## src/ccl_pkg.sv

```systemverilog
package ccl_pkg;
  localparam logic [1:0] CCL_ADDR_SC = 2'h0;
  localparam logic [1:0] CCL_ADDR_IST = 2'h1;
  localparam logic [1:0] CCL_ADDR_IMSK = 2'h2;
  localparam int CCL_BIT_ON = 7;
  localparam int CCL_BIT_REFSEL = 6;
  localparam int CCL_BIT_FLAG = 5;
  localparam int CCL_BIT_IRQEN = 4;
  localparam int CCL_BIT_LEVEL = 3;
  localparam int CCL_BIT_PINEN = 2;
  localparam int CCL_MODE_HI = 1;
  localparam int CCL_MODE_LO = 0;
  localparam logic [7:0] CCL_SC_RESET = 8'h00;
  localparam logic [1:0] CCL_MODE_RISE = 2'h1;
  localparam logic [1:0] CCL_MODE_BOTH = 2'h3;
  localparam logic [1:0] CCL_EVT_RESET = 2'h0;
  localparam logic [1:0] CCL_MASK_RESET = 2'h0;
endpackage : ccl_pkg

```

## src/ccl_top.sv

```systemverilog
`timescale 1ns/1ps
module ccl_top
  import ccl_pkg::*;
(
  input wire logic sys_clk_in, // 40 MHz bus clock
  input wire logic reset_n_in, // Async reset, low
  input wire logic [1:0] addr_in, // Register index
  input wire logic [7:0] wdata_in, // Write data
  input wire logic wr_in, // Write strobe
  input wire logic rd_in, // Read strobe
  output logic [7:0] rdata_out, // Read data, cycle after strobe
  input wire logic cmp_raw_in, // Analog comparator output, async
  output logic ref_sel_out, // 1: bandgap to non-inverting input
  output logic cmp_en_out, // Powers the analog comparator
  output logic cmp_pin_out, // Comparator output pin level
  output logic cmp_pin_oe_out, // Output pin enable
  output logic cmp_irq_out, // Compare interrupt request
  output logic wake_req_out, // Stop wake-up request
  output logic evt_irq_out // Masked event interrupt, level
);
  // ==========================================
  // State
  typedef struct packed {
    logic [7:0] sc;
    logic sync1;
    logic sync2;
    logic lvl_prev;
    logic [1:0] evt;
    logic [1:0] mask;
    logic [7:0] rdata;
  } ccl_state_t;

  ccl_state_t s_reg, s_next;

  // ==========================================
  // Edge decode
  function automatic logic ccl_edge_hit(input logic [1:0] mode, input logic prev,
                                        input logic cur);
    logic rise;
    logic fall;
    rise = !prev && cur;
    fall = prev && !cur;
    unique case (mode)
      CCL_MODE_RISE: ccl_edge_hit = rise;
      CCL_MODE_BOTH: ccl_edge_hit = rise || fall;
      default: ccl_edge_hit = fall;
    endcase
  endfunction : ccl_edge_hit

  logic on;
  logic level;
  logic hit;
  logic flag_clr;
  logic sc_rd;
  logic ist_rd;

  // Debug halt has no input here, so the unit never stops for it
  assign on = s_reg.sc[CCL_BIT_ON];
  // Synchronised level only; first stage read by second alone
  assign level = on && s_reg.sync2;
  // Previous level forced low when off, so enabling on a high level counts as a rise
  assign hit = on && ccl_edge_hit(s_reg.sc[CCL_MODE_HI:CCL_MODE_LO], s_reg.lvl_prev,
                                  level);
  assign flag_clr = wr_in && addr_in == CCL_ADDR_SC && wdata_in[CCL_BIT_FLAG];
  assign sc_rd = rd_in && addr_in == CCL_ADDR_SC;
  assign ist_rd = rd_in && addr_in == CCL_ADDR_IST;

  always_comb begin
    s_next = s_reg;
    s_next.sync1 = cmp_raw_in;
    s_next.sync2 = s_reg.sync1;
    s_next.lvl_prev = level;
    if (wr_in && addr_in == CCL_ADDR_SC) begin
      s_next.sc[CCL_BIT_ON] = wdata_in[CCL_BIT_ON];
      s_next.sc[CCL_BIT_REFSEL] = wdata_in[CCL_BIT_REFSEL];
      s_next.sc[CCL_BIT_IRQEN] = wdata_in[CCL_BIT_IRQEN];
      s_next.sc[CCL_BIT_PINEN] = wdata_in[CCL_BIT_PINEN];
      s_next.sc[CCL_MODE_HI:CCL_MODE_LO] = wdata_in[CCL_MODE_HI:CCL_MODE_LO];
    end
    if (wr_in && addr_in == CCL_ADDR_IMSK) begin
      s_next.mask = wdata_in[1:0];
    end
    // Set beats clear in the same cycle
    if (flag_clr) begin
      s_next.sc[CCL_BIT_FLAG] = 1'b0;
    end
    if (hit) begin
      s_next.sc[CCL_BIT_FLAG] = 1'b1;
    end
    s_next.sc[CCL_BIT_LEVEL] = 1'b0;
    // Sticky events: bit0 compare event, bit1 flag cleared by software
    if (ist_rd) begin
      s_next.evt = 2'h0;
    end
    if (hit) begin
      s_next.evt[0] = 1'b1;
    end
    if (flag_clr) begin
      s_next.evt[1] = 1'b1;
    end
    s_next.rdata = 8'h00;
    if (sc_rd) begin
      s_next.rdata = s_reg.sc;
      s_next.rdata[CCL_BIT_LEVEL] = level;
    end else if (ist_rd) begin
      s_next.rdata = {6'h00, s_reg.evt};
    end else if (rd_in && addr_in == CCL_ADDR_IMSK) begin
      s_next.rdata = {6'h00, s_reg.mask};
    end
  end

  // Reset also covers deep-stop wake and stop exit by reset
  always_ff @(posedge sys_clk_in or negedge reset_n_in) begin
    if (!reset_n_in) begin
      s_reg <= '0;
      s_reg.sc <= CCL_SC_RESET;
      s_reg.evt <= CCL_EVT_RESET;
      s_reg.mask <= CCL_MASK_RESET;
    end else begin
      s_reg <= s_next;
    end
  end

  // ==========================================
  // Outputs
  assign rdata_out = s_reg.rdata;
  assign ref_sel_out = s_reg.sc[CCL_BIT_REFSEL];
  assign cmp_en_out = on;
  assign cmp_pin_oe_out = on && s_reg.sc[CCL_BIT_PINEN];
  assign cmp_pin_out = cmp_pin_oe_out && level;
  assign cmp_irq_out = s_reg.sc[CCL_BIT_IRQEN] && s_reg.sc[CCL_BIT_FLAG];
  assign wake_req_out = cmp_irq_out;
  assign evt_irq_out = |(s_reg.evt & s_reg.mask);
endmodule : ccl_top

```

## config.mk

```make
export PLATFORM = sky130hd
export DESIGN_NAME = ccl_top
export DESIGN_NICKNAME = d
export VERILOG_FILES = /design/src/ccl_pkg.sv /design/src/ccl_top.sv
export SDC_FILE = /design/constraint.sdc
export NUM_CORES = 1
export LEC_CHECK = 0
export BUFFER_PORTS_ARGS = -buffer_cell sky130_fd_sc_hd__buf_2
export CAP_MARGIN = 20
export CORE_MARGIN = 2
export CORE_UTILIZATION = 49
export CTS_CLUSTER_SIZE = 12
export DETAILED_ROUTE_END_ITERATION = 8
export PLACE_DENSITY = 0.76
export SLEW_MARGIN = 15
export SYNTH_ARGS = -nofsm -noshare
export SYNTH_HDL_FRONTEND = slang
export SYNTH_SLANG_ARGS = --single-unit
```

## constraint.sdc

```tcl
create_clock -name sys_clk_in -period 1.7 [get_ports sys_clk_in]
set_clock_uncertainty 0.2 [all_clocks]
set_input_delay 0.17 -clock sys_clk_in [delete_from_list [all_inputs] [get_ports sys_clk_in]]
set_output_delay 0.17 -clock sys_clk_in [all_outputs]
set_load 0.05 [all_outputs]
```

# --- After elaboration in Yosys (flattened, before gate mapping) ---
# Cells that the tools add are included.
word_totals:
  word_cells: 44
  inputBits: 15
  regBits: 22
op_classes:
  n_mux: 9
  reduce_logical: 21
  eq_ne: 4
  bitwise: 1
ops:
  columns: ["operator", "n"]
  rows:
  - ["logical AND 1 bit", 13]
  - ["2-to-1 mux 8 bit", 1]
  - ["2-to-1 mux 2 bit", 3]
  - ["nonzero test 2 bit", 3]
  - ["equality test 2 x 1 -> 1 bit, second input constant", 2]
  - ["equality test 2 bit, second input constant", 2]
  - ["2-to-1 mux 1 bit", 4]
  - ["AND 2 bit", 1]
  - ["zero test 1 bit", 2]
  - ["zero test 2 bit", 1]
  - ["case mux 1 bit (2 select lines)", 1]
  - ["OR reduction 2 bit", 1]
  - ["logical OR 1 bit", 1]

# --- Longest topological paths before layout ---
# Gate-level depths: netlist of run 1.
depth:
  ltp_word: 7
  mapped_depth: 5

# --- Least setup slack after synthesis of run 1 ---
# Ideal clock, no wire load.
synth_path:
  path_type: "reg2reg"
  start: "reg s_reg (netlist bit cmp_en_out)"
  end: "reg s_reg[10] (netlist name)"
  path_stages_with_launch: 6
  setup_time_ps: 64
  arrival_time_ps: 1527
  slack_ps: -91
  path_cell_list: "dfrtp_1 nand2_1 ha_1 nand2b_1 a31oi_1 a21o_1"
synth_between:
  elab_chain_len: 7
  word_cells_on_any_way: 9
synth_rtl:
  columns: ["item", "line_no", "rtl"]
  rows:
  - ["start, declared", "ccl_top.sv:33", "ccl_state_t s_reg, s_next;"]
  - ["start signal, assigned", "ccl_top.sv:120", "s_reg <= s_next;"]
  - ["logical AND 1 bit", "ccl_top.sv:60", "assign level = on && s_reg.sync2;"]
  - ["zero test 1 bit", "ccl_top.sv:42", "fall = prev && !cur;"]
  - ["logical AND 1 bit", "ccl_top.sv:42", null]
  - ["logical OR 1 bit", "ccl_top.sv:45", "CCL_MODE_BOTH: ccl_edge_hit = rise || fall;"]
  - ["case mux 1 bit (2 select lines)", "ccl_top.sv:43", "unique case (mode)"]
  - ["logical AND 1 bit (*)", "ccl_top.sv:62", "assign hit = on && ccl_edge_hit(s_reg.sc[CCL_MODE_HI:CCL_MODE_LO], s_reg.lvl_prev,"]
  - ["2-to-1 mux 1 bit / nonzero test 2 bit (equally long branches)", null, null]
# Every way passes the cells marked *; elsewhere a longest branch is shown, timed or not.
# A chain may end at the register's enable or synchronous reset.

# --- Worst setup path in the final report of run 1 ---
layout_path:
  start: "in addr_in[0]"
  end: "reg s_reg (netlist bit ref_sel_out)"
layout_between:
  elab_chain_len: 2
layout_rtl:
  columns: ["item", "line_no", "rtl"]
  rows:
  - ["start, declared", "ccl_top.sv:7", "input wire logic [1:0] addr_in,"]
  - ["zero test 2 bit", "ccl_top.sv:73", "if (wr_in && addr_in == CCL_ADDR_SC) begin"]
  - ["logical AND 1 bit", "ccl_top.sv:73", null]
# Every way passes these cells.

==> impl_results.md, run 1 <==
- Final Max Slew Viols: 0
- Setup TNS: 0 ns
- Io pins: 30
- Pwr Density: 1110 mW/mm²
- Cts repair resizes: 0
- Fin crit share: 94.0%
- Status: completed
- Worst slew pin tran: 0.468 ns
- Synthesized flop and latch total: 22
- Final #Nets: 129
- Max-cap violations: 0
- Unique cell type count in the Yosys netlist: 21
- First-pass GRT wire length: 2930 µm
- Pint: 877 µW
- Sequential share of power: 47.9%
- Vias in the first global route: 686
- Htree depth: 1
- IR drop worst, VDD: 0.543 mV
- Largest net degree at the start of global routing: 23
- Setup violators final: 0
- Vias per cell: 4.82
- CTS tree: built
- Largest register FFs: 11
- Fin. Hold Viols: 0
- Initial antenna violation count: 0
- Clk_lat worst skew: 0.30 ns
- Worst setup EP type: flip-flop
- CTS max path bufs: 2
- Slew margin rel.: 68.8%
- Synth Cell Area: 980 µm²
- Clock buffer count from CTS: 3
- Number of diodes: 0
- Die footprint: 0.00237 mm²
- Post-Syn Area per Cell: 12.6 µm²
- Startpoint Class: input port
- Post-route DRC: 0
- Critical setup path kind: in2reg
- Clk pwr share: 20.9%
- Global route overflow: 0
- DRT iter0 DRCs: 13
- Share of cells above drive strength 1: 38.4%
- Combinational power share: 31.2%
- DP Area: 0.00106 mm²
- Register area share after synthesis: 56.2%
- Commonest non-fill, non-tap cell in the layout: buf_2
- RSZ-0062 raised after global routing: false
- Hold Slack: 0.118 ns
- Die X: 48.7 µm
- Final instance area: 0.00123 mm²
- Detail Placement HPWL: 1170 µm
- Leakage power: 0.617 nW
- Layout area overhead: 25.4%
- Power, Total: 1.37 mW
- Root Driver: clkbuf_4
- Final WL: 1760 µm
- Placer Congestion: 0.678
- Chip height: 48.7 µm
- Drt pass-1 iters: 4
- Sw Ratio: 35.9%
- GRT Total Usage: 16.4%
- Core area: 0.00192 mm²
- Max Fanout on Critical Path: 10
- Sw Pwr: 491 µW
- Routed vias: 670
- Post-Synthesis Cells: 78
- Final Critical Period: 1.60 ns
- FP Rows: 16
- PortBufs: 28
- Worst Path Arrival: 1.60 ns
- WP data required: 1.70 ns
- Most frequent cells in the layout: 28 x buf_2, 21 x dfrtp_1, 12 x dlygate4sd3_1, 9 x and2_1, 8 x mux2_2
- Clock sink count: 22
- Post-route ant nets: 0
- Syn Nets: 94
- Yosys warning count: 0
- Fmax: 0.626 GHz
- Starting Density: 51.0%
- Min-delay worst type: in2reg
- Drt wl/cell: 12.6 µm
- Worst-path clk slew: 0.12 ns
==> per-layer routing <==
| metal | vias to the layer above | global-route usage (%) | part of all wire [%] |
|---|---|---|---|
| li1 | 327 | - | - |
| met1 | 322 | 16.4 | 39 |
| met5 | - | 0 | 0 |
| met4 | 0 | 10.0 | 2.8 |
| met2 | 17 | 31.1 | 54 |
| met3 | 4 | 3.09 | 4.1 |
==> metrics by stage <==
step / setup WS [ns] / util, % / cells
3_3_place_gp: 0.204 / 55.4 / 122
4_1_cts: 0.0367 / 63.5 / 138
6_report: 0.102 / 63.9 / 139
3_5_place_dp: 0.184 / 55.4 / 122
5_1_grt: 0.0787 / 63.9 / 139
2_1_floorplan: 0.0881 / - / 78
==> path summary, 6_finish.rpt <==
kind                                        start                      end  slack, ns  depth (start not counted)
hold / removal                         addr_in[1]   rdata_out[3]$_DFF_PN0_       0.12                          3
setup reg to reg           cmp_en_out$_DFFE_PN0N_    s_reg[10]$_DFFE_PN0P_       0.16                          5
hold reg to reg              s_next[13]$_DFF_PN0_      s_reg[13]$_DFF_PN0_       0.16                          0
max in group asynchronous              reset_n_in   cmp_en_out$_DFFE_PN0N_       0.82                          2
min in group asynchronous              reset_n_in   rdata_out[6]$_DFF_PN0_       0.14                          2
setup / recovery                       addr_in[0]  ref_sel_out$_DFFE_PN0N_       0.10                          5
==> cell type report <==
cell class	instances	area, µm²
repair buffers	41	268
well taps	27	33.8
fillers	160	693
clock buffers	4	36.3
multi-input cells	43	332
flip-flops and latches	22	552
inverters	2	7.51
==> critical path, stage by stage <==
cell and delay (ns):
dlygate4sd3_1 0.53, buf_2 0.18, nor3b_4 0.17, buf_4 0.18, mux2_2 0.35
==> Yosys cell counts <==
master / count / area (µm²)
mux2_2: 8 / 90.1
a31oi_1: 2 / 12.5
nor3_1: 1 / 5.00
nand3b_1: 3 / 22.5
a22o_1: 1 / 8.76
and2_1: 9 / 56.3
nand3_1: 1 / 5.00
mux2i_1: 2 / 20.0
buf_4: 9 / 67.6
buf_6: 2 / 22.5
nor3b_4: 1 / 18.8
a21o_1: 2 / 15.0
nor2_1: 1 / 3.75
nand4bb_1: 1 / 11.3
dfrtp_1: 22 / 551
nand2b_1: 2 / 12.5
and3_1: 1 / 6.26
o21ai_0: 4 / 20.0
inv_1: 2 / 7.51
ha_1: 1 / 12.5
nand2_1: 3 / 11.3
==> cells by family (layout without fill, tap and decap cells) <==
logic type	after synthesis	in the layout	synth area share, %
AOI/OAI and AO/OA	9	9	5.75
adders and majority gates	1	1	1.28
buffers and inverters	13	47	9.96
DFF	22	22	56.2
muxes	10	10	11.2
and+or+nand+nor	23	23	15.6
==> power by group through the flow <==
stage	sequential, mW	clock [mW]	combinational (mW)
2_1_floorplan	0.681	0	0.309
3_3_place_gp	0.662	0	0.394
3_5_place_dp	0.666	0	0.403
4_1_cts	0.654	0.290	0.424
5_1_grt	0.669	0.305	0.452
6_report	0.655	0.287	0.426
==> repair_timing <==
action | CTS | global route
endpoints found under the setup margin | 0 | 6
hold buffers | 12 | 0
buffers inserted | 0 | 1
hold endpoints to repair | 37 | 0
Note: power is estimated with default switching activity, not from simulation.
==> run 2, diff against run 1 <==
Settings changed: CORE_UTILIZATION 49 to 41, PLACE_DENSITY 0.76 to 0.65.
==> run 2 against run 1 <==
Effect of this change:
- via count is 1.9% lower
- global-route usage is 3.6 points lower
- routed wire length is 6.1% lower
- flip-flop and latch count stayed put
- die area is 18% higher
- core utilization is 9.0 points lower
- worst hold slack worse by 0.10 ns
- sequential share of layout area hardly changed
- cell count is 0.72% higher
- sequential power hardly changed
- clock power is 3% lower
- clock-buffer cell count stayed put
- largest cell class unchanged
==> impl_results.md, run 2 (synthesis gave the netlist of run 1 again) <==
- Die footprint: 0.00280 mm² (+18%)
- Fin crit share: 94.6% (+0.62 points)
- Leakage power: 0.618 nW (+0.18%)
- Final #Nets: 129 (unchanged)
- Max Fanout on Critical Path: 10 (unchanged)
- Drt pass-1 iters: 4 (unchanged)
- Min-Delay Startpoint: wr_in
- Worst Path Arrival: 1.60 ns (about the same)
- Initial antenna violation count: 0 (unchanged)
- Reg-to-reg startpoint: cmp_en_out$_DFFE_PN0N_
- Chip height: 52.9 µm (+8.5%)
- Setup TNS: 0 ns (unchanged)
- WP data required: 1.69 ns (about the same)
- Share of cells above drive strength 1: 39.3% (+0.89 points)
- IR drop worst, VDD: 0.595 mV (+9.7%)
- RSZ-0062 raised after global routing: false
- Setup violators final: 0 (unchanged)
- Hold Slack: 0.0148 ns (-0.104 ns)
- Clock sink count: 22 (unchanged)
- Die X: 52.9 µm (+8.5%)
- WHS Endpoint: s_reg[11]$_DFFE_PN0P_
- Placer Congestion: 0.679 (+0.27%)
- CTS max path bufs: 2 (unchanged)
- Power, Total: 1.35 mW (-1.2%)
- Worst-path clk slew: 0.12 ns (about the same)
- Commonest non-fill, non-tap cell in the layout: buf_2
- Vias per cell: 4.69 (-2.6%)
- Crit Reg-Reg Endpoint: s_reg[20]$_DFFE_PN0P_
- Io pins: 30 (unchanged)
- Core area: 0.00223 mm² (+16%)
- Critical setup path kind: in2reg
- Sequential standard cell area: 552 µm² (unchanged)
- Filler cell count: 199 (+24%)
- Min-delay worst type: in2reg
- Cell Count, Final, Fillers Out: 140 (+0.72%)
- Placed cells: 123 (+0.82%)
- Clk_lat worst skew: 0.29 ns (about the same)
- Number of diodes: 0 (unchanged)
- Root Driver: clkbuf_4
- Slew margin rel.: 67.6% (-1.2 points)
- GRT Total Usage: 12.8% (-3.6 points)
- Largest register FFs: 11 (unchanged)
- Starting Density: 43.9% (-7.1 points)
- Worst Hold Path Cells: 3 (unchanged)
- Largest net degree at the start of global routing: 23 (unchanged)
- Htree depth: 1 (unchanged)
- Final WL: 1650 µm (-6.1%)
- Pwr Density: 1100 mW/mm² (-1.1%)
- DRT iter0 DRCs: 5 (-8)
- Final Max Slew Viols: 0 (unchanged)
- Fmax: 0.622 GHz (-0.65%)
- Global route overflow: 0 (unchanged)
- Clock buffer count from CTS: 3 (unchanged)
- CTS tree: built
- PortBufs: 28 (unchanged)
- Post-route ant nets: 0 (unchanged)
- FP Rows: 17 (+1)
- Drt wl/cell: 11.8 µm (-6.8%)
- Startpoint Class: input port
- Vias in the first global route: 630 (-8.2%)
- Status: completed
- Max-cap violations: 0 (unchanged)
- Worst setup EP type: flip-flop
- Setup slack, reg-to-reg: 0.16 ns (about the same)
- Worst slew pin tran: 0.487 ns (+0.0186 ns)
- Layout area overhead: 25.3%
- Routed vias: 657 (-1.9%)
- Most frequent cells in the layout: 28 x buf_2, 21 x dfrtp_1, 11 x dlygate4sd3_1, 9 x and2_1, 8 x mux2_2
- Fin. Hold Viols: 0 (unchanged)
- Reg2reg path depth: 5 (unchanged)
- Area occupied by multi-input gates: 332 µm² (unchanged)
- Final Critical Period: 1.61 ns (+0.0105 ns)
- First-pass GRT wire length: 2590 µm (-12%)
- Post-route DRC: 0 (unchanged)
run 2: cell types whose count changed in the layout (fill, tap and decap cells not counted), sizes merged:
cell and delta:
dlygate4sd3 -1, buf +1
run 2: final cells by class:
class | instances | share of cell area, %
repair buffers | 41 | 21.6
flip-flops and latches | 22 | 45.0
multi-input cells | 43 | 27.0
inverters | 2 | 0.612
well taps | 28 | 2.85
clock buffers | 4 | 2.96
run 2: repair_timing:
action                                 4_1_cts  5_1_grt
hold buffers                                11        0
setup endpoints to repair                    0        6
endpoints found under the hold margin       37        0
gates resized for setup                      0        0
buffers inserted                             0        2
run 2: routing by layer:
layer	GRT usage, %	wire length, µm	vias up
met5	0	0	-
met4	6.84	33	0
li1	-	-	324
met1	16.1	715	304
met3	2.82	92	6
met2	20.4	808	23
run 2: worst max-delay path: stages:
cell and delay, ns:
dlygate4sd3_1 0.55, buf_2 0.19, nor3b_4 0.20, buf_4 0.16, mux2_2 0.33
run 2: power by group:
group	total, mW	switching (mW)	internal (mW)	leakage, nW
combinational	0.419	0.272	0.147	0.326
clock	0.279	0.148	0.130	0.0210
sequential	0.654	0.0556	0.598	0.271
total	1.35	0.476	0.876	0.618
run 2: metrics by stage:
step	setup WS, ns	area [µm²]	utilization [%]
global route	0.0427	1230	55.0
floorplan	0.0881	981	-
global placement	0.199	1070	47.7
finish	0.0916	1230	55.0
detailed placement	0.175	1070	47.7
CTS	0.0194	1210	54.3
run 2: how the worst max path moves through the flow:
| stage | cells after the start | end | start | slack [ns] |
|---|---|---|---|---|
| 6_report | 5 | cmp_en_out$_DFFE_PN0N_ | addr_in[0] | 0.09 |
| 3_3_place_gp | 5 | s_reg[10]$_DFFE_PN0P_ | cmp_en_out$_DFFE_PN0N_ | 0.20 |
| 2_1_floorplan | 5 | s_reg[10]$_DFFE_PN0P_ | cmp_en_out$_DFFE_PN0N_ | 0.09 |
| 5_1_grt | 5 | s_reg[20]$_DFFE_PN0P_ | cmp_en_out$_DFFE_PN0N_ | 0.04 |
| 3_5_place_dp | 5 | s_reg[10]$_DFFE_PN0P_ | cmp_en_out$_DFFE_PN0N_ | 0.18 |
| 4_1_cts | 4 | cmp_en_out$_DFFE_PN0N_ | addr_in[0] | 0.02 |
==> run 3, diff against run 2 <==
Settings changed: GPL_TIMING_DRIVEN set to 0.
==> run 3 against run 2 <==
Effect of this change:
- sequential share of layout area down 2.8 points
- via count up 4.0%
- non-clock buffer count up 8
- worst hold slack better by 0.0094 ns
- critical path type unchanged
- critical endpoint unchanged
==> impl_results.md, run 3 (synthesis gave the netlist of run 1 again) <==
- Number of diodes: 0 (unchanged)
- Critical setup path kind: in2reg
- Reg2reg path depth: 5 (unchanged)
- Largest register FFs: 11 (unchanged)
- Core area: 0.00223 mm² (unchanged)
- Setup slack, reg-to-reg: 0.11 ns (-0.05 ns)
- Reg-to-reg startpoint: cmp_en_out$_DFFE_PN0N_
- Final Critical Period: 1.65 ns (+0.0373 ns)
- Clock buffer count from CTS: 3 (unchanged)
- Drt wl/cell: 10.4 µm (-12%)
- Slew margin rel.: 69.9% (+2.4 points)
- Post-route DRC: 0 (unchanged)
- PortBufs: 26 (-7.1%)
- Power, Total: 1.37 mW (+1.7%)
- Fmax: 0.608 GHz (-2.3%)
- Worst Setup SP: addr_in[0]
- Clk_lat worst skew: 0.29 ns (about the same)
- Final Max Slew Viols: 0 (unchanged)
- Share of cells above drive strength 1: 43.3% (+4.0 points)
- Vias in the first global route: 633 (+0.48%)
- CP max-delay cell: dlygate4sd3_1
- Worst setup EP type: flip-flop
- Post-route ant nets: 0 (unchanged)
- RSZ-0062 raised after global routing: false
- Root Driver: clkbuf_4
- Detail Placement HPWL: 1160 µm
- Pwr Density: 1050 mW/mm² (-4.5%)
- Crit path cell chain: dlygate4sd3_1 -> buf_6 -> nor3b_4 -> mux2_2
- Routed vias: 683 (+4.0%)
- Setup violators final: 0 (unchanged)
- Die footprint: 0.00280 mm² (unchanged)
- Max Fanout on Critical Path: 10 (unchanged)
- Final WL: 1540 µm (-6.5%)
- DRT iter0 DRCs: 6 (+1)
- FP Rows: 17 (unchanged)
- Startpoint Class: input port
- Leakage power: 0.667 nW (+7.9%)
- Chip height: 52.9 µm (unchanged)
- Io pins: 30 (unchanged)
- Worst Path Arrival: 1.63 ns (+0.03 ns)
- Status: completed
- Setup TNS: 0 ns (unchanged)
- Crit path largest cell delay: 0.55 ns (about the same)
- Clock sink count: 22 (unchanged)
- Worst Hold Path Cells: 3 (unchanged)
- WP data required: 1.69 ns (about the same)
- Filler cell count: 206 (+3.5%)
- Commonest non-fill, non-tap cell in the layout: buf_2
- Htree depth: 1 (unchanged)
- Worst setup path endpoint: cmp_en_out$_DFFE_PN0N_
- Min-delay worst type: in2reg
- Fin crit share: 96.8% (+2.2 points)
- Final #Nets: 137 (+6.2%)
- Most frequent cells in the layout: 26 x buf_2, 21 x dfrtp_1, 12 x dlygate4sd3_1, 9 x and2_1, 9 x buf_4
- Largest net degree at the start of global routing: 23 (unchanged)
- Max-cap violations: 0 (unchanged)
- CTS max path bufs: 2 (unchanged)
- Layout area overhead: 33.5%
- Drt pass-1 iters: 4 (unchanged)
- GRT Total Usage: 13.1% (+0.33 points)
- Placer Congestion: 0.694 (+2.1%)
- Die X: 52.9 µm (unchanged)
- Worst-path clk slew: 0.11 ns (about the same)
- Crit Reg-Reg Endpoint: s_reg[10]$_DFFE_PN0P_
- Util after Layout: 58.5% (+3.6 points)
- CTS tree: built
- Global route overflow: 0 (unchanged)
- IR drop worst, VDD: 0.696 mV (+17%)
- Initial antenna violation count: 0 (unchanged)
- First-pass GRT wire length: 2750 µm (+6.4%)
- Setup repair bufs after CTS: 0 (unchanged)
- Vias per cell: 4.61 (-1.7%)
- Starting Density: 43.9% (unchanged)
- Worst slew pin tran: 0.451 ns (-0.0359 ns)
- Fin. Hold Viols: 0 (unchanged)
==> run 3: cell types whose count changed in the layout (fill, tap and decap cells not counted), sizes merged <==
cell | previous run | this run
buf | 30 | 37
dlygate4sd3 | 11 | 12
==> run 3: layout make-up <==
cell class | instances | area [µm²] | share of cell area (%)
plain buffers | 11 | 90.1 | 6.89
clock buffers | 4 | 36.3 | 2.78
inverters | 2 | 7.51 | 0.574
multi-input cells | 43 | 337 | 25.7
flip-flops and latches | 22 | 552 | 42.2
well taps | 28 | 35.0 | 2.68
repair buffers | 38 | 250 | 19.1
==> run 3: where the power goes <==
| group | switching, mW | internal [mW] |
|---|---|---|
| clock network | 0.140 | 0.131 |
| registers | 0.0577 | 0.599 |
| logic | 0.277 | 0.171 |
| total | 0.475 | 0.900 |
==> run 3: worst min path at each step <==
stage | start | end | slack [ns]
2_1_floorplan | reset_n_in | cmp_en_out$_DFFE_PN0N_ | -0.33
3_3_place_gp | reset_n_in | s_next[13]$_DFF_PN0_ | -0.05
3_5_place_dp | reset_n_in | s_next[13]$_DFF_PN0_ | -0.05
4_1_cts | wr_in | s_reg[11]$_DFFE_PN0P_ | 0.02
5_1_grt | addr_in[1] | s_reg[10]$_DFFE_PN0P_ | 0.06
6_report | wr_in | s_reg[11]$_DFFE_PN0P_ | 0.02
==> run 3: critical path: cells and delay by family <==
| family | cells | cell delay (ns) |
|---|---|---|
| buffers and inverters | 2 | 0.70 |
| multiplexers | 1 | 0.39 |
| AND/OR/NAND/NOR | 1 | 0.38 |
==> run 3: layer usage <==
layer,vias to the layer above,track usage (%),part of all wire [%]
met5,-,0,0
met4,0,1.28,0
met3,0,4.24,4.9
met2,16,23.5,52
met1,323,15.9,43
li1,344,-,-
==> run 3: what timing repair did <==
| item | 4_1_cts | 5_1_grt |
|---|---|---|
| hold buffers | 12 | 0 |
| setup endpoints to repair | 0 | 2 |
| hold endpoints to repair | 37 | 0 |
| resized for setup | 0 | 1 |
==> run 3: per-stage QoR <==
stage	hold slack, ns	cell area [µm²]	setup slack (ns)	cells
floorplan	-0.326	981	0.0881	78
global placement	-0.0491	1150	0.174	132
detailed placement	-0.0541	1150	0.147	132
CTS	0.0206	1300	0.0425	148
global route	0.0561	1310	0.000516	148
finish	0.0242	1310	0.0543	148
